## src/rtl/ptev_pkg.sv

```systemverilog
// Constants shared by the pin task and event channel block.
// Assumes a 200 MHz APB clock and a 12-bit byte address on the bus.
package ptev_pkg;

	// ==========================================================================
	// Sizes.
	localparam int NUM_CH = 4;
	localparam int NUM_PIN = 32;
	localparam int ADDR_W = 12;

	// ==========================================================================
	// Register byte offsets.
	localparam logic [11:0] CFG_BASE_OFF = 12'h51C;
	localparam logic [11:0] CH4_CFG_OFF = 12'h520;
	localparam logic [11:0] CH5_CFG_OFF = 12'h524;
	localparam logic [11:0] CH6_CFG_OFF = 12'h528;
	localparam logic [11:0] TASK_OUT_OFF = 12'h000;
	localparam logic [11:0] TASK_SET_OFF = 12'h030;
	localparam logic [11:0] TASK_CLR_OFF = 12'h060;
	localparam logic [11:0] EVT_STAT_OFF = 12'h100;
	localparam logic [11:0] INTENSET_OFF = 12'h304;
	localparam logic [11:0] INTENCLR_OFF = 12'h308;

	// ==========================================================================
	// Channel configuration fields.
	localparam int MODE_LSB = 0;
	localparam int PSEL_LSB = 8;
	localparam int ACT_LSB = 16;
	localparam int INIT_BIT = 20;
	localparam logic [31:0] CFG_MASK = 32'h0013_1F03;
	localparam logic [31:0] CFG_RESET = 32'h0000_0000;

	// Mode and action encodings.
	localparam logic [1:0] MODE_DIS = 2'h0;
	localparam logic [1:0] MODE_EVT = 2'h1;
	localparam logic [1:0] MODE_TASK = 2'h3;
	localparam logic [1:0] ACT_NONE = 2'h0;
	localparam logic [1:0] RISING_ACTION = 2'h1;
	localparam logic [1:0] FALLING_ACTION = 2'h2;
	localparam logic [1:0] ACT_TOGGLE = 2'h3;

	// ==========================================================================
	// Reset values of the remaining state.
	localparam logic [3:0] CH_RESET = 4'h0;
	localparam logic [31:0] WORD_RESET = 32'h0000_0000;

endpackage

```

## src/rtl/ptev_channels.sv

```systemverilog
// Four pin task and event channels (channels 3 to 6) with an APB slave.
// Assumes pin inputs are asynchronous, GPIO port outputs and task strobes
// come from logic on pclk, and the bus master follows APB signalling.
//
// The APB register port was chosen for this implementation.
`timescale 1ns/100ps

module ptev_channels (
	input wire logic pclk,
	input wire logic presetn,
	input wire logic pce,
	input wire logic psel,
	input wire logic penable,
	input wire logic pwrite,
	input wire logic [11:0] paddr,
	input wire logic [31:0] pwdata,
	output logic [31:0] prdata,
	output logic pready,
	output logic pslverr,
	input wire logic [31:0] pin_in,
	input wire logic [31:0] gpio_out,
	input wire logic [31:0] gpio_oe,
	input wire logic [3:0] task_set_in,
	input wire logic [3:0] drive_low_task_in,
	input wire logic [3:0] task_out_in,
	output logic [31:0] pin_out,
	output logic [31:0] pin_oe,
	output logic [3:0] event_pulse,
	output logic irq
);

	// ==========================================================================
	// Helper functions.

	// True when the address falls on one of the four config words.
	function automatic logic is_cfg(input logic [11:0] a);
		logic [11:0] rel;
		rel = a - ptev_pkg::CFG_BASE_OFF;
		return (rel[1:0] == 2'h0) && (rel[11:4] == 8'h00);
	endfunction

	// Slot 0..3 of a config address.
	function automatic logic [1:0] cfg_slot(input logic [11:0] a);
		logic [11:0] rel;
		rel = a - ptev_pkg::CFG_BASE_OFF;
		return rel[3:2];
	endfunction

	// Edge qualification for event mode.
	function automatic logic edge_hit(input logic [1:0] act, input logic rise,
			input logic fall);
		logic hit;
		hit = 1'b0;
		unique case (act)
			ptev_pkg::ACT_NONE: hit = 1'b0;
			ptev_pkg::RISING_ACTION: hit = rise;
			ptev_pkg::FALLING_ACTION: hit = fall;
			ptev_pkg::ACT_TOGGLE: hit = rise | fall;
		endcase
		return hit;
	endfunction

	// Pin operation of the polarity-action task in task mode.
	function automatic logic act_apply(input logic [1:0] act, input logic lvl);
		logic res;
		res = lvl;
		unique case (act)
			ptev_pkg::ACT_NONE: res = lvl;
			ptev_pkg::RISING_ACTION: res = 1'b1;
			ptev_pkg::FALLING_ACTION: res = 1'b0;
			ptev_pkg::ACT_TOGGLE: res = ~lvl;
		endcase
		return res;
	endfunction

	// ==========================================================================
	// State.
	logic [31:0] cfg_r [4];
	logic [31:0] sync1_r;
	logic [31:0] sync2_r;
	logic [31:0] prev_r;
	logic [3:0] level_r;
	logic [3:0] level_nxt;
	logic [3:0] evt_stat_r;
	logic [3:0] inten_r;
	logic [3:0] hit_nxt;
	logic [31:0] prdata_r;
	logic pready_r;
	logic pslverr_r;
	logic [31:0] rd_nxt;
	logic rd_ok;
	logic [31:0] pin_out_r;
	logic [31:0] pin_oe_r;
	logic [31:0] pout_nxt;
	logic [31:0] poe_nxt;
	logic [3:0] event_pulse_r;
	logic irq_r;

	logic setup_ph;
	logic wr_en;
	logic [3:0] wdat4;
	logic [3:0] t_set;
	logic [3:0] t_clr;
	logic [3:0] t_out;

	// ==========================================================================
	// APB decode. The slave answers in the first access cycle; a write takes
	// effect on the edge that samples pready high.
	// Limitation: pce must stay high across an access cycle. A master that
	// sees pready while the block is frozen would end the transfer, and the
	// write would never be taken.
	assign setup_ph = psel & ~penable;
	assign wr_en = psel & penable & pready_r & pwrite;
	assign wdat4 = pwdata[3:0];

	// Register and pin-strobe task triggers merged per channel.
	assign t_set = task_set_in | ((wr_en && paddr == ptev_pkg::TASK_SET_OFF) ? wdat4 : 4'h0);
	assign t_clr = drive_low_task_in |
		((wr_en && paddr == ptev_pkg::TASK_CLR_OFF) ? wdat4 : 4'h0);
	assign t_out = task_out_in | ((wr_en && paddr == ptev_pkg::TASK_OUT_OFF) ? wdat4 : 4'h0);

	// Read data mux; task registers are write-only and read as zero.
	always_comb begin
		rd_nxt = ptev_pkg::WORD_RESET;
		rd_ok = 1'b1;
		if (is_cfg(paddr)) begin
			rd_nxt = cfg_r[cfg_slot(paddr)];
		end else begin
			case (paddr)
				ptev_pkg::TASK_OUT_OFF,
				ptev_pkg::TASK_SET_OFF,
				ptev_pkg::TASK_CLR_OFF: rd_nxt = ptev_pkg::WORD_RESET;
				ptev_pkg::EVT_STAT_OFF: rd_nxt = {28'h0000000, evt_stat_r};
				ptev_pkg::INTENSET_OFF,
				ptev_pkg::INTENCLR_OFF: rd_nxt = {28'h0000000, inten_r};
				default: rd_ok = 1'b0;
			endcase
		end
	end

	// Bus answer registers: pready rises for exactly the first access cycle.
	// Read data is captured at the setup edge and stands until the next setup.
	always_ff @(posedge pclk or negedge presetn) begin
		if (!presetn) begin
			prdata_r <= ptev_pkg::WORD_RESET;
			pready_r <= 1'b0;
			pslverr_r <= 1'b0;
		end else if (pce) begin
			pready_r <= setup_ph;
			if (setup_ph) begin
				prdata_r <= pwrite ? ptev_pkg::WORD_RESET : rd_nxt;
				pslverr_r <= ~rd_ok;
			end else begin
				pslverr_r <= 1'b0;
			end
		end
	end

	// ==========================================================================
	// Configuration registers; reserved bits are masked off so they read zero.
	always_ff @(posedge pclk or negedge presetn) begin
		if (!presetn) begin
			for (int i = 0; i < ptev_pkg::NUM_CH; i++) begin
				cfg_r[i] <= ptev_pkg::CFG_RESET;
			end
		end else if (pce) begin
			if (wr_en && is_cfg(paddr)) begin
				cfg_r[cfg_slot(paddr)] <= pwdata & ptev_pkg::CFG_MASK;
			end
		end
	end

	// ==========================================================================
	// Pin input synchroniser and previous-sample store for edge detection.
	// Only sync2_r and prev_r are looked at, never the first stage.
	always_ff @(posedge pclk or negedge presetn) begin
		if (!presetn) begin
			sync1_r <= ptev_pkg::WORD_RESET;
			sync2_r <= ptev_pkg::WORD_RESET;
			prev_r <= ptev_pkg::WORD_RESET;
		end else if (pce) begin
			sync1_r <= pin_in;
			sync2_r <= sync1_r;
			prev_r <= sync2_r;
		end
	end

	// Event detection on the selected pin. Changing the pin select while in
	// event mode may see a false edge; software should disable first.
	always_comb begin
		logic [4:0] p;
		logic [1:0] md;
		p = 5'h00;
		md = ptev_pkg::MODE_DIS;
		hit_nxt = ptev_pkg::CH_RESET;
		for (int i = 0; i < ptev_pkg::NUM_CH; i++) begin
			p = cfg_r[i][ptev_pkg::PSEL_LSB +: 5];
			md = cfg_r[i][ptev_pkg::MODE_LSB +: 2];
			if (md == ptev_pkg::MODE_EVT) begin
				hit_nxt[i] = edge_hit(cfg_r[i][ptev_pkg::ACT_LSB +: 2],
					sync2_r[p] & ~prev_r[p], ~sync2_r[p] & prev_r[p]);
			end
		end
	end

	// Event pulses and sticky status; a new event beats a same-cycle clear.
	// Status bits keep their record even while the interrupt is disabled.
	always_ff @(posedge pclk or negedge presetn) begin
		if (!presetn) begin
			event_pulse_r <= ptev_pkg::CH_RESET;
			evt_stat_r <= ptev_pkg::CH_RESET;
		end else if (pce) begin
			event_pulse_r <= hit_nxt;
			if (wr_en && paddr == ptev_pkg::EVT_STAT_OFF) begin
				evt_stat_r <= (evt_stat_r & ~wdat4) | hit_nxt;
			end else begin
				evt_stat_r <= evt_stat_r | hit_nxt;
			end
		end
	end

	// Interrupt enables: write one to set, write one to clear.
	// Both addresses read back the same enable bits, so software can check
	// either one after a change.
	always_ff @(posedge pclk or negedge presetn) begin
		if (!presetn) begin
			inten_r <= ptev_pkg::CH_RESET;
		end else if (pce) begin
			if (wr_en && paddr == ptev_pkg::INTENSET_OFF) begin
				inten_r <= inten_r | wdat4;
			end else if (wr_en && paddr == ptev_pkg::INTENCLR_OFF) begin
				inten_r <= inten_r & ~wdat4;
			end
		end
	end

	// Level interrupt, high while an enabled status bit stands.
	always_ff @(posedge pclk or negedge presetn) begin
		if (!presetn) begin
			irq_r <= 1'b0;
		end else if (pce) begin
			irq_r <= |(evt_stat_r & inten_r);
		end
	end

	// ==========================================================================
	// Task-mode output levels. A config write that selects task mode loads the
	// initial level and masks tasks in that cycle; otherwise set, then clear,
	// then the polarity action apply in that order when fired together.
	// Rewriting the config of a channel already in task mode reloads the
	// initial level as well, which is a cheap way to force the pin.
	always_comb begin
		logic lv;
		lv = 1'b0;
		level_nxt = level_r;
		for (int i = 0; i < ptev_pkg::NUM_CH; i++) begin
			lv = level_r[i];
			if (wr_en && is_cfg(paddr) && cfg_slot(paddr) == 2'(i) &&
					pwdata[ptev_pkg::MODE_LSB +: 2] == ptev_pkg::MODE_TASK) begin
				lv = pwdata[ptev_pkg::INIT_BIT];
			end else if (cfg_r[i][ptev_pkg::MODE_LSB +: 2] == ptev_pkg::MODE_TASK) begin
				if (t_set[i]) begin
					lv = 1'b1;
				end
				if (t_clr[i]) begin
					lv = 1'b0;
				end
				if (t_out[i]) begin
					lv = act_apply(cfg_r[i][ptev_pkg::ACT_LSB +: 2], lv);
				end
			end
			level_nxt[i] = lv;
		end
	end

	// Channel output level store.
	always_ff @(posedge pclk or negedge presetn) begin
		if (!presetn) begin
			level_r <= ptev_pkg::CH_RESET;
		end else if (pce) begin
			level_r <= level_nxt;
		end
	end

	// ==========================================================================
	// Pin ownership. Disabled channels leave the port value alone; event mode
	// turns the pin into an input; task mode takes the pin over. When two
	// channels pick the same pin the higher channel wins.
	// The port enable passes through untouched for pins that no channel
	// claims, so the port block stays in charge of them.
	always_comb begin
		logic [4:0] p;
		logic [1:0] md;
		p = 5'h00;
		md = ptev_pkg::MODE_DIS;
		pout_nxt = gpio_out;
		poe_nxt = gpio_oe;
		for (int i = 0; i < ptev_pkg::NUM_CH; i++) begin
			p = cfg_r[i][ptev_pkg::PSEL_LSB +: 5];
			md = cfg_r[i][ptev_pkg::MODE_LSB +: 2];
			if (md == ptev_pkg::MODE_TASK) begin
				pout_nxt[p] = level_r[i];
				poe_nxt[p] = 1'b1;
			end else if (md == ptev_pkg::MODE_EVT) begin
				poe_nxt[p] = 1'b0;
			end
		end
	end

	// Registered pin drivers.
	always_ff @(posedge pclk or negedge presetn) begin
		if (!presetn) begin
			pin_out_r <= ptev_pkg::WORD_RESET;
			pin_oe_r <= ptev_pkg::WORD_RESET;
		end else if (pce) begin
			pin_out_r <= pout_nxt;
			pin_oe_r <= poe_nxt;
		end
	end

	// ==========================================================================
	// Outputs, all straight from flip-flops.
	assign prdata = prdata_r;
	assign pready = pready_r;
	assign pslverr = pslverr_r;
	assign pin_out = pin_out_r;
	assign pin_oe = pin_oe_r;
	assign event_pulse = event_pulse_r;
	assign irq = irq_r;

endmodule

```

## config.mk

```make
export PLATFORM = sky130hd
export DESIGN_NAME = ptev_channels
export DESIGN_NICKNAME = d
export VERILOG_FILES = /design/src/rtl/ptev_pkg.sv /design/src/rtl/ptev_channels.sv
export SDC_FILE = /design/constraint.sdc
export NUM_CORES = 1
export LEC_CHECK = 0
export ABC_AREA = 1
export BUFFER_PORTS_ARGS = -buffer_cell sky130_fd_sc_hd__buf_2
export CAP_MARGIN = 40
export CORE_ASPECT_RATIO = 0.6
export CORE_MARGIN = 4
export CORE_UTILIZATION = 58
export DETAILED_ROUTE_END_ITERATION = 7
export PLACE_DENSITY = 0.85
export SYNTH_ARGS = -nofsm -noshare
export SYNTH_HDL_FRONTEND = slang
export SYNTH_SLANG_ARGS = --single-unit
```

## constraint.sdc

```tcl
create_clock -name pclk -period 3 [get_ports pclk]
set_input_delay 0.75 -clock pclk [delete_from_list [all_inputs] [get_ports pclk]]
set_output_delay 0.75 -clock pclk [all_outputs]
set_load 0.005 [all_outputs]
```

### After elaboration in Yosys (flattened, before gate mapping)

Index checks and enable logic that the tools add are counted.

| cells by class | value |
|---|---|
| reduce and logical (&&, ||, !) cells | 44 |
| equal/unequal tests | 29 |
| $add $sub $neg | 1 |
| magnitude comparators | 10 |
| mux-type cells | 98 |
| bitwise logic cells | 53 |

Operators by type and width:

| kind | count |
|---|---|
| 2-to-1 mux 32 bit | 17 |
| AND 32 bit | 4 |
| bitwise mux 128 bit | 1 |
| bitwise mux 32 bit | 4 |
| inverter 32 bit | 4 |
| OR 32 bit | 4 |
| binary-select mux 32 bit (select 2 bit) | 1 |
| demux 32 bit (select 2 bit) | 1 |
| 2-to-1 mux 1 bit | 47 |
| binary-select mux 1 bit (select 5 bit) | 8 |
| case mux 1 bit (4 select lines) | 8 |
| == test 2 bit, second input constant | 15 |
| == test 12 x 10 -> 1 bit, second input constant | 2 |
| less-than comparator 5 x 6 -> 1 bit, second input constant | 4 |
| 2-to-1 mux 4 bit | 6 |
| OR 4 bit | 6 |
| logical AND 1 bit | 21 |
| demux 1 bit (select 5 bit) | 4 |
| greater-or-equal comparator 5 x 1 -> 1 bit, second input constant | 4 |
| == test 2 x 1 -> 1 bit, second input constant | 9 |
| inverter 1 bit | 14 |
| AND reduction 2 bit | 7 |
| AND 1 bit | 12 |
| AND 4 bit | 3 |
| 17 further kinds | 29 |

| word-level totals | value |
|---|---|
| bits of input ports | 158 |
| word-level logic and storage cells | 255 |
| bits in registers | 339 |
| output and inout port bits | 103 |

### Longest topological paths before layout

Gate-level depths: netlist of run 1.

| depth | value |
|---|---|
| depth in word-level cells | 17 |
| mapped depth | 16 |
| depth with buffers taken out | 14 |

### Worst setup path after synthesis of run 1

OpenSTA, ideal clock, no wires.

| timing path | value |
|---|---|
| path type | in2reg |
| start point | in paddr[2] |
| end point | reg prdata_r[1], in the netlist prdata[1] |
| stages | 11 |
| required time | 2,876 ps |
| setup time | 124 ps |
| arrival | 2,518 ps |
| slack | 358 ps |
| path buffers | 4 |
| cells stage by stage | clkbuf_1 inv_1 clkbuf_1 ha_1 clkbuf_1 inv_1 clkbuf_1 a21oi_1 a22oi_1 o211ai_1 nand2_1 |

| between the ends | value |
|---|---|
| longest elaborated chain between the ends | 7 |
| elaborated cells between the ends (all ways) | 14 |
| classes of those cells | add/sub: 1; eq/ne: 3; mux: 6; bitwise: 1; reduce/logical: 3 |

RTL lines:

| item | line | source |
|---|---|---|
| start, declared | ptev_channels.sv:15 | `input wire logic [11:0] paddr,` |
| subtractor 12 x 11 -> 12 bit | ptev_channels.sv:45 | `rel = a - ptev_pkg::CFG_BASE_OFF;` |
| inverter 2 -> 3 bit (implied by the code) | ptev_channels.sv:127 | `rd_nxt = cfg_r[cfg_slot(paddr)];` |
| binary-select mux 32 bit (select 2 bit) | ptev_channels.sv:127 |  |
| 2-to-1 mux 32 bit (implied by the code) (2 in a row) | ptev_channels.sv:127 |  |
| 2-to-1 mux 32 bit (*) | ptev_channels.sv:126 | `if (is_cfg(paddr)) begin` |
| 2-to-1 mux 32 bit (*) | ptev_channels.sv:151 | `prdata_r <= pwrite ? ptev_pkg::WORD_RESET : rd_nxt;` |
| end signal, assigned | ptev_channels.sv:145 | `prdata_r <= ptev_pkg::WORD_RESET;` |
| end signal, assigned | ptev_channels.sv:151 |  |
| end, declared | ptev_channels.sv:87 | `logic [31:0] prdata_r;` |

Mark *: on every way between the ends. The rest lies on a longest branch, timed or not. The select of a mux whose other input is x is not followed.
A chain may end at the register's enable or synchronous reset.

### Worst setup path after layout of run 1

| timing path | value |
|---|---|
| start point | reg cfg_r[72] (netlist name) |
| end point | reg evt_stat_r[1] |

| between the ends | value |
|---|---|
| longest elaborated chain between the ends | 9 |
| elaborated cells between the ends (all ways) | 14 |
| classes of those cells | mux: 7; bitwise: 7 |

RTL lines:

| item | line | source |
|---|---|---|
| start, declared | ptev_channels.sv:78 | `logic [31:0] cfg_r [4];` |
| start signal, assigned by index | ptev_channels.sv:164 | `cfg_r[i] <= ptev_pkg::CFG_RESET;` |
| start signal, assigned by index | ptev_channels.sv:168 | `cfg_r[cfg_slot(paddr)] <= pwdata & ptev_pkg::CFG_MASK;` |
| binary-select mux 1 bit (select 5 bit) | ptev_channels.sv:201 | `sync2_r[p] & ~prev_r[p], ~sync2_r[p] & prev_r[p]);` |
| 2-to-1 mux 1 bit (implied by the code) | ptev_channels.sv:201 |  |
| inverter 1 bit | ptev_channels.sv:201 |  |
| AND 1 bit | ptev_channels.sv:201 |  |
| OR 1 bit | ptev_channels.sv:58 | `ptev_pkg::ACT_TOGGLE: hit = rise \| fall;` |
| case mux 1 bit (4 select lines) (*) | ptev_channels.sv:54 | `unique case (act)` |
| 2-to-1 mux 1 bit (*) | ptev_channels.sv:199 | `if (md == ptev_pkg::MODE_EVT) begin` |
| OR 4 bit, on equally long branches | ptev_channels.sv:217, ptev_channels.sv:215 |  |
| 2-to-1 mux 4 bit (*) | ptev_channels.sv:214 | `if (wr_en && paddr == ptev_pkg::EVT_STAT_OFF) begin` |
| end signal, assigned | ptev_channels.sv:211 | `evt_stat_r <= ptev_pkg::CH_RESET;` |
| end signal, assigned | ptev_channels.sv:215 | `evt_stat_r <= (evt_stat_r & ~wdat4) \| hit_nxt;` |
| end signal, assigned | ptev_channels.sv:217 | `evt_stat_r <= evt_stat_r \| hit_nxt;` |
| end, declared | ptev_channels.sv:84 | `logic [3:0] evt_stat_r;` |

Marks and branches as above.

==> results.txt, run 1 <==
----------------------------------------------------
[Run status]
  Result of the run ... finished clean

[Synthesis]
  EDFF count, synth ... 0
  FF+latch count, synth ... 231
  Share of the synthesized area in the top cell type ... 37.0%
  Combined area of all synthesized cells ... 0.0156 mm2
  Most frequent cell after synthesis ... sky130_fd_sc_hd__nand2_1
  Synth cell types ... 46
  Sequential element share of the synthesized area ... 37.0%
  Share of synthesized flip-flops with an asynchronous set or reset ... 100%
  Cell count after synthesis ... 2311
  Yosys warning total ... 0
  Prevailing post-synth register cell ... sky130_fd_sc_hd__dfrtp_1
  Library cell with the largest summed area after synthesis ... sky130_fd_sc_hd__dfrtp_1
  Top cells by count, synth ... 715 x sky130_fd_sc_hd__nand2_1, 254 x sky130_fd_sc_hd__o21ai_0, 231 x sky130_fd_sc_hd__dfrtp_1, 223 x sky130_fd_sc_hd__inv_1, 154 x sky130_fd_sc_hd__o22ai_1
  Mean Syn Cell Area ... 6.76 um2
  Cell types occupying the most area after synthesis ... sky130_fd_sc_hd__dfrtp_1 37%, sky130_fd_sc_hd__nand2_1 17%, sky130_fd_sc_hd__o21ai_0 8.1%

[Detailed routing]
  Via count normalized by instance count ... 6.33
  Violation count after the first detailed-route iteration ... 3020
  Remaining antenna violation count ... 0
  Detail-routed net length per standard cell ... 22.0 um
  Post-detailed-route DRC marker count ... 0
  Wire length reported by the detailed router ... 64500 um
  DR vias ... 18500
  Initial DRT Pass Iterations ... 8

[Die]
  Overall die area ... 0.0297 mm2
  Initial core utilization ... 59.0%
  Number of ports placed on the die boundary ... 261
  Rows ... 46
  Die boundary height ... 135 um
  Core area ... 0.0265 mm2
  Width of the die ... 220 um

[Clock tree]
  Number of gates resized after cts ... 0
  Deepest clock path buffer count ... 3
  Root buffer cell ... sky130_fd_sc_hd__clkbuf_16
  Setup bufs post-CTS ... 0
  Clock-pin transition on the worst setup and hold timing paths ... 70 ps
  Deepest level of the CTS H-tree ... 1
  Cts bufs inserted ... 23
  Cts hold-fix bufs ... 0
  CTS tree ... done
  Total clock sinks ... 231
  Clock latency on the worst-skew pair ... 540 ps

[Global routing]
  Via count of the first global-routing pass ... 16900
  Total overflow reported by the global router ... 0
  Global Route Usage Sum ... 42.0%
  First-pass GRT wire length ... 96100 um
  Maximum number of pins on one net before global-route repair ... 109
  Initial antenna violation count ... 0

[Timing]
  Final min period ... 2930 ps
  Hold Vio Cnt, Final ... 0
  Setup Total Neg Slack ... 0 ps
  Setup violations, final ... 0
  Final period util ... 97.7%
  Slack of the critical path ... 67.7 ps
  Layout Skew ... 9.59 ps
  Setup repair after global routing missed its margin ... false
  Pin slew with the least headroom to its limit ... 864 ps
  Worst max-slew margin expressed relative to the limit ... 42.3%
  Fmax ... 0.341 GHz
  Number of slew-limit violations in the final report ... 0

[Finish]
  Fraction of final layout cells sized beyond drive strength 1 ... 16.7%
  Area added between synthesis and finish ... 17.5%
  Antenna cell count ... 0
  Final nets ... 2722
  Total of fill cells in the finished design ... 2261

[Worst setup path]
  Data required time at the worst endpoint ... 3470 ps
  Kind of capture point of the worst setup path ... flip-flop
  Startpoint Class ... flip-flop
  WS Path Type ... reg2reg
  Crit Path Max Fanout ... 10
  Data arrival at the endpoint of the critical path ... 3400 ps

[Pwr]
  Peak supply drop ... 0.434 mV
  Leakage dissipation ... 8.97 nW
  Power per cell area ... 418 mW/mm2

[Placed design]
  Global placer's final weighted congestion ... 1.04
  HPWL after detailed placement ... 46700 um
  Number of buffer cells added on primary ports ... 220
  Setup slack at placement ... 128 ps

[Worst hold path]
  Class of the tightest hold or removal check ... in2async

[Run]
  Number of max-cap violations ... 0

----------------------------------------------------
==> cells by family (layout without fill, tap and decap cells) <==
logic type,count (synthesis),in the layout,synth area share [%]
and+or+nand+nor,1096,1096,29.8
AOI/OAI and AO/OA,585,585,21.6
buffers and inverters,381,619,10.3
DFF,231,231,37.0
adders and majority gates,13,13,1.04
muxes,4,4,0.256
other,1,20,0.0240
==> worst paths after layout <==
kind	startpoint	to	slack, ps	depth (start not counted)
setup / recovery	cfg_r[72]$_DFFE_PN0P_	evt_stat_r[1]$_DFFE_PN0P_	70	11
hold / removal	presetn	pin_out[12]$_DFFE_PN0P_	260	1
setup reg to reg	cfg_r[72]$_DFFE_PN0P_	evt_stat_r[1]$_DFFE_PN0P_	70	11
hold reg to reg	sync1_r[22]$_DFFE_PN0P_	sync1_r[22]$_DFFE_PN0P_	470	2
max in group asynchronous	presetn	cfg_r[72]$_DFFE_PN0P_	2000	2
min in group pclk	pin_in[25]	sync1_r[25]$_DFFE_PN0P_	410	3
==> registers in the layout, summed over array words and instances (netlist names), 12 cells and up, named ones only <==
name / cells
sync2_r: 32
prev_r: 32
prdata: 12
pin_out: 32
cfg_r: 40
sync1_r: 32
pin_oe: 32
==> metrics by stage <==
| stage | hold WS [ps] | utilization, % | total power [W] | std cells | instance area (um2) |
|---|---|---|---|---|---|
| detailed placement | 460 | 66.4 | 0.00473 | 2886 | 17600 |
| finish | 260 | 69.3 | 0.00766 | 2928 | 18300 |
| global route | 311 | 69.3 | 0.00792 | 2928 | 18300 |
| floorplan | 442 | - | 0.00416 | 2330 | 15700 |
| global placement | 453 | 66.4 | 0.00469 | 2886 | 17600 |
| CTS | 274 | 69.2 | 0.00762 | 2928 | 18300 |
==> layout make-up <==
cell class | instances | area [um2] | share of cell area, %
well taps | 360 | 450 | 2.45
flip-flops and latches | 231 | 5780 | 31.5
inverters | 239 | 901 | 4.91
clock buffers | 30 | 642 | 3.50
repair buffers | 338 | 2150 | 11.7
clock inverters | 12 | 104 | 0.566
multi-input cells | 1718 | 8320 | 45.3
==> worst max-delay path, cell delays in order (launching register included) <==
cell and delay (ps):
sky130_fd_sc_hd__dfrtp_2 470, sky130_fd_sc_hd__nand2_2 220, sky130_fd_sc_hd__buf_4 250, sky130_fd_sc_hd__o22ai_1 100, sky130_fd_sc_hd__o21ai_0 410, sky130_fd_sc_hd__nand4_1 200
sky130_fd_sc_hd__nor3_1 200, sky130_fd_sc_hd__buf_4 170, sky130_fd_sc_hd__ha_1 220, sky130_fd_sc_hd__o311ai_1 320, sky130_fd_sc_hd__nand4_1 180, sky130_fd_sc_hd__nand2_1 100
==> cells in the final DEF, fill, tap and decap left out, types with 7 or more instances in the layout <==
master and n:
sky130_fd_sc_hd__nand2_1 715, sky130_fd_sc_hd__o21ai_0 253, sky130_fd_sc_hd__dfrtp_1 230, sky130_fd_sc_hd__inv_1 223, sky130_fd_sc_hd__buf_2 218, sky130_fd_sc_hd__o22ai_1 154
sky130_fd_sc_hd__nor2_1 147, sky130_fd_sc_hd__nand3_1 137, sky130_fd_sc_hd__buf_4 106, sky130_fd_sc_hd__a21oi_1 69, sky130_fd_sc_hd__o211ai_1 36, sky130_fd_sc_hd__nand4_1 32
sky130_fd_sc_hd__clkbuf_16 23, sky130_fd_sc_hd__conb_1 20, sky130_fd_sc_hd__o21ai_1 19, sky130_fd_sc_hd__nor3_1 17, sky130_fd_sc_hd__ha_1 13, sky130_fd_sc_hd__buf_12 12
sky130_fd_sc_hd__nor3_2 11, sky130_fd_sc_hd__a31oi_1 10, sky130_fd_sc_hd__clkinv_1 8, sky130_fd_sc_hd__nand3b_1 7, sky130_fd_sc_hd__nor2_2 7, sky130_fd_sc_hd__o21bai_1 7
==> power breakdown <==
| part | internal, W | leakage, nW | total [W] | switching (W) |
|---|---|---|---|---|
| clock network | 0.00161 | 0.363 | 0.00293 | 0.00132 |
| registers | 0.00334 | 2.91 | 0.00347 | 0.000126 |
| logic | 0.000427 | 5.70 | 0.00127 | 0.000840 |
| total | 0.00538 | 8.97 | 0.00766 | 0.00228 |
==> per-layer routing <==
metal,routed length [um],GRT usage (%),up-vias
li1,-,-,8192
met1,25600,61.4,8482
met2,25500,57.6,1585
met3,10500,14.3,270
met4,2970,15.4,2
met5,46,1.17,-
(Power assumes the default switching activity.)
==> run 2, diff against run 1 <==
- RECOVER_POWER: unset -> 100
==> run 2 against run 1 <==
  * Routed wire length about the same
  * Register-to-register slack got worse by 50 ps
  * Clock power barely moved
  * First-iteration DRC count rose by 6.9%
  * Power fell by 0.37%
  * Sequential power hardly changed
  * Final cell count unchanged
  * The flow now finishes with violations (design-rule violations, max-capacitance violations, max-slew violations)
  * Hold slack improved by 150 ps
  * Critical path depth is the same
  * Largest power group unchanged
  * Clock-buffer cell count stayed put
  * Design area down 1.1%
==> results.txt, run 2 (synthesized netlist as in run 1, its figures left out) <==
----------------------------------------------------
[Clock tree]
  Setup bufs post-CTS ... 0 (unchanged)
  Root buffer cell ... sky130_fd_sc_hd__clkbuf_16
  Clock-pin transition on the worst setup and hold timing paths ... 60 ps (about the same)
  Deepest clock path buffer count ... 3 (unchanged)
  CTS tree ... done
  Total clock sinks ... 231 (unchanged)
  Cts bufs inserted ... 23 (unchanged)
  Deepest level of the CTS H-tree ... 1 (unchanged)
  Clock latency on the worst-skew pair ... 540 ps (about the same)
  Cts hold-fix bufs ... 0 (unchanged)

[Worst setup path]
  Startpoint Class ... flip-flop
  Slack of the worst reg-to-reg path ... 20 ps (-50 ps)
  Most frequent cell on the critical path ... sky130_fd_sc_hd__nand2_1
  Kind of capture point of the worst setup path ... flip-flop
  Data required time at the worst endpoint ... 3470 ps (about the same)
  Delay of the slowest critical-path stage ... 660 ps (+190 ps)
  Capturing point of the worst reg2reg path ... evt_stat_r[3]$_DFFE_PN0P_
  Cell count of the worst reg-to-reg path ... 11 (unchanged)
  WS Path Type ... reg2reg
  Startpoint of the worst-slack reg-to-reg timing path ... cfg_r[9]$_DFFE_PN0P_
  Cell with the biggest individual delay on the critical path ... sky130_fd_sc_hd__nand2_1
  Crit Path Max Fanout ... 15 (+5)
  Data arrival at the endpoint of the critical path ... 3450 ps (+50 ps)
  Worst-path cell chain ... nand2_1, o22ai_1, o21ai_0, nand2_1, nor2_1, nand3_1, inv_1, ha_1, o2111ai_1, a311o_1, nand2_1

[Pwr]
  Combinational cell fraction of total power ... 16.2% (-0.3 points)
  Clock power share ... 38.3% (about the same)
  Peak supply drop ... 0.436 mV (+0.34%)
  Power per cell area ... 421 mW/mm2 (+0.76%)
  Internal Dissipation ... 0.00536 W (-0.42%)
  Leakage dissipation ... 8.71 nW (-2.9%)
  Share of total power consumed by net switching ... 29.8% (+0.036 points)
  Sw Pwr ... 0.00228 W (-0.25%)
  Sequential group share of total power ... 45.5% (+0.2 points)

[Global routing]
  Maximum number of pins on one net before global-route repair ... 109 (unchanged)
  First-pass GRT wire length ... 96100 um (unchanged)
  Initial antenna violation count ... 0 (unchanged)
  Total overflow reported by the global router ... 0 (unchanged)
  Via count of the first global-routing pass ... 16900 (unchanged)
  Global Route Usage Sum ... 42.0% (unchanged)

[Run]
  Number of max-cap violations ... 3 (+3)

[Die]
  Number of ports placed on the die boundary ... 261 (unchanged)
  Initial core utilization ... 59.0% (unchanged)
  Width of the die ... 220 um (unchanged)
  Core area ... 0.0265 mm2 (unchanged)
  Die boundary height ... 135 um (unchanged)
  Rows ... 46 (unchanged)
  Overall die area ... 0.0297 mm2 (unchanged)

[Timing]
  Pin slew with the least headroom to its limit ... 2570 ps (+1710 ps)
  Number of slew-limit violations in the final report ... 289 (+289)
  Hold Vio Cnt, Final ... 0 (unchanged)
  Setup Total Neg Slack ... 0 ps (unchanged)
  Setup repair after global routing missed its margin ... false
  Layout Skew ... 9.97 ps (+0.385 ps)
  Worst max-slew margin expressed relative to the limit ... -71.7% (-110 points)
  Fmax ... 0.335 GHz (-1.8%)
  Hold slack ... 410 ps (+150 ps)
  Final min period ... 2980 ps (+52.4 ps)
  Final period util ... 99.5% (+1.7 points)
  Setup violations, final ... 0 (unchanged)

[Finish]
  Fraction of final layout cells sized beyond drive strength 1 ... 13.7% (-3.0 points)
  Final nets ... 2722 (unchanged)
  Register ranked first by flip-flop count ... cfg_r
  Total of fill cells in the finished design ... 2330 (+3.1%)
  Area added between synthesis and finish ... 16.2%
  Leading cell type in the layout, fill and taps excluded ... sky130_fd_sc_hd__nand2_1
  Antenna cell count ... 0 (unchanged)
  Number of flip-flops under the largest register name ... 40 (unchanged)
  Commonest cells after routing, fill and taps aside ... 716 x sky130_fd_sc_hd__nand2_1, 261 x sky130_fd_sc_hd__o21ai_0, 230 x sky130_fd_sc_hd__dfrtp_1

[Detailed routing]
  Via count normalized by instance count ... 6.30 (-0.47%)
  Wire length reported by the detailed router ... 64500 um (about the same)
  Initial DRT Pass Iterations ... 8 (unchanged)
  Violation count after the first detailed-route iteration ... 3227 (+6.9%)
  Remaining antenna violation count ... 0 (unchanged)
  DR vias ... 18400 (-0.47%)
  Post-detailed-route DRC marker count ... 6 (+6)
  Detail-routed net length per standard cell ... 22.0 um (about the same)

[Run status]
  Violated checks ... design-rule violations, max-capacitance violations, max-slew violations
  Result of the run ... complete, but fails checks

[Worst hold path]
  Class of the tightest hold or removal check ... in2reg
  Number of cells traversed by the worst hold path ... 3
  Startpoint of the tightest hold check path ... pin_in[25]
  End of the worst hold path ... sync1_r[25]$_DFFE_PN0P_

[Placed design]
  HPWL after detailed placement ... 46700 um (unchanged)
  Number of buffer cells added on primary ports ... 220 (unchanged)
  Global placer's final weighted congestion ... 1.04 (unchanged)

----------------------------------------------------
-- run 2: cell types whose count changed in the layout (fill, tap and decap cells not counted), moves of 2 or more --
cell                       change
sky130_fd_sc_hd__clkbuf_1     +72
sky130_fd_sc_hd__nor2_1        +3
sky130_fd_sc_hd__o21ai_1       -8
sky130_fd_sc_hd__buf_2        -61
sky130_fd_sc_hd__nor2_4        -2
sky130_fd_sc_hd__buf_12        -3
sky130_fd_sc_hd__buf_4        -15
sky130_fd_sc_hd__o21ai_0       +8
sky130_fd_sc_hd__clkbuf_2      +6
-- run 2: worst max path at each step --
| stage | slack [ps] | start | cells past startpoint | to |
|---|---|---|---|---|
| after floorplan | 360 | paddr[2] | 11 | prdata[1]$_DFFE_PN0P_ |
| after global placement | 160 | cfg_r[72]$_DFFE_PN0P_ | 11 | evt_stat_r[1]$_DFFE_PN0P_ |
| after detailed placement | 130 | paddr[2] | 12 | cfg_r[84]$_DFFE_PN0P_ |
| after CTS | 120 | cfg_r[72]$_DFFE_PN0P_ | 11 | evt_stat_r[1]$_DFFE_PN0P_ |
| after global routing | 30 | cfg_r[40]$_DFFE_PN0P_ | 12 | event_pulse[2]$_DFFE_PN0P_ |
| final | 20 | cfg_r[9]$_DFFE_PN0P_ | 11 | evt_stat_r[3]$_DFFE_PN0P_ |
-- run 2: per-stage QoR --
stage	setup slack (ps)	utilization (%)	std cells	total power, W	cell area (um2)
4_1_cts	119	69.2	2928	0.00762	18300
2_1_floorplan	358	-	2330	0.00416	15700
3_3_place_gp	160	66.4	2886	0.00469	17600
5_1_grt	33.1	68.5	2928	0.00790	18100
3_5_place_dp	128	66.4	2886	0.00473	17600
6_report	15.3	68.5	2928	0.00764	18100
-- run 2: critical path, delay by kind of cell (launching register included) --
| family | cells | cell delay, ps |
|---|---|---|
| adder cells (fa/ha/maj) | 1 | 140 |
| buffers and inverters | 1 | 100 |
| AO/OA/AOI/OAI | 4 | 1100 |
| AND/OR/NAND/NOR | 5 | 1110 |
| flip-flops | 1 | 460 |
-- run 2: per-layer routing --
metal	share of wire, %	global-route usage (%)	up-vias	routed length [um]
met1	40	61.4	8445	25700
met4	4.3	15.4	2	2790
met3	16	14.3	257	10500
met5	0.071	1.17	-	46
li1	-	-	8193	-
met2	39	57.6	1546	25400
-- run 2: power by group through the flow --
stage	clock network [W]	logic [W]	registers (W)
final	0.00293	0.00124	0.00347
after global routing	0.00305	0.00136	0.00349
after CTS	0.00293	0.00123	0.00346
after detailed placement	0	0.00122	0.00352
after global placement	0	0.00118	0.00351
after floorplan	0	0.000661	0.00350
-- run 2: layout make-up --
type / count / area (um2) / share of cell area [%]
clock buffer: 30 / 642 / 3.54
clock inverter: 12 / 104 / 0.572
inverter: 239 / 901 / 4.97
multi-input combinational: 1718 / 8290 / 45.7
sequential: 231 / 5780 / 31.9
tap: 360 / 450 / 2.48
timing repair buffer: 338 / 1970 / 10.9
-- run 2: repair_timing --
item | CTS | global route
setup endpoints to repair | 0 | 4
hold endpoints to repair | 0 | 0
resized for setup | 0 | 7
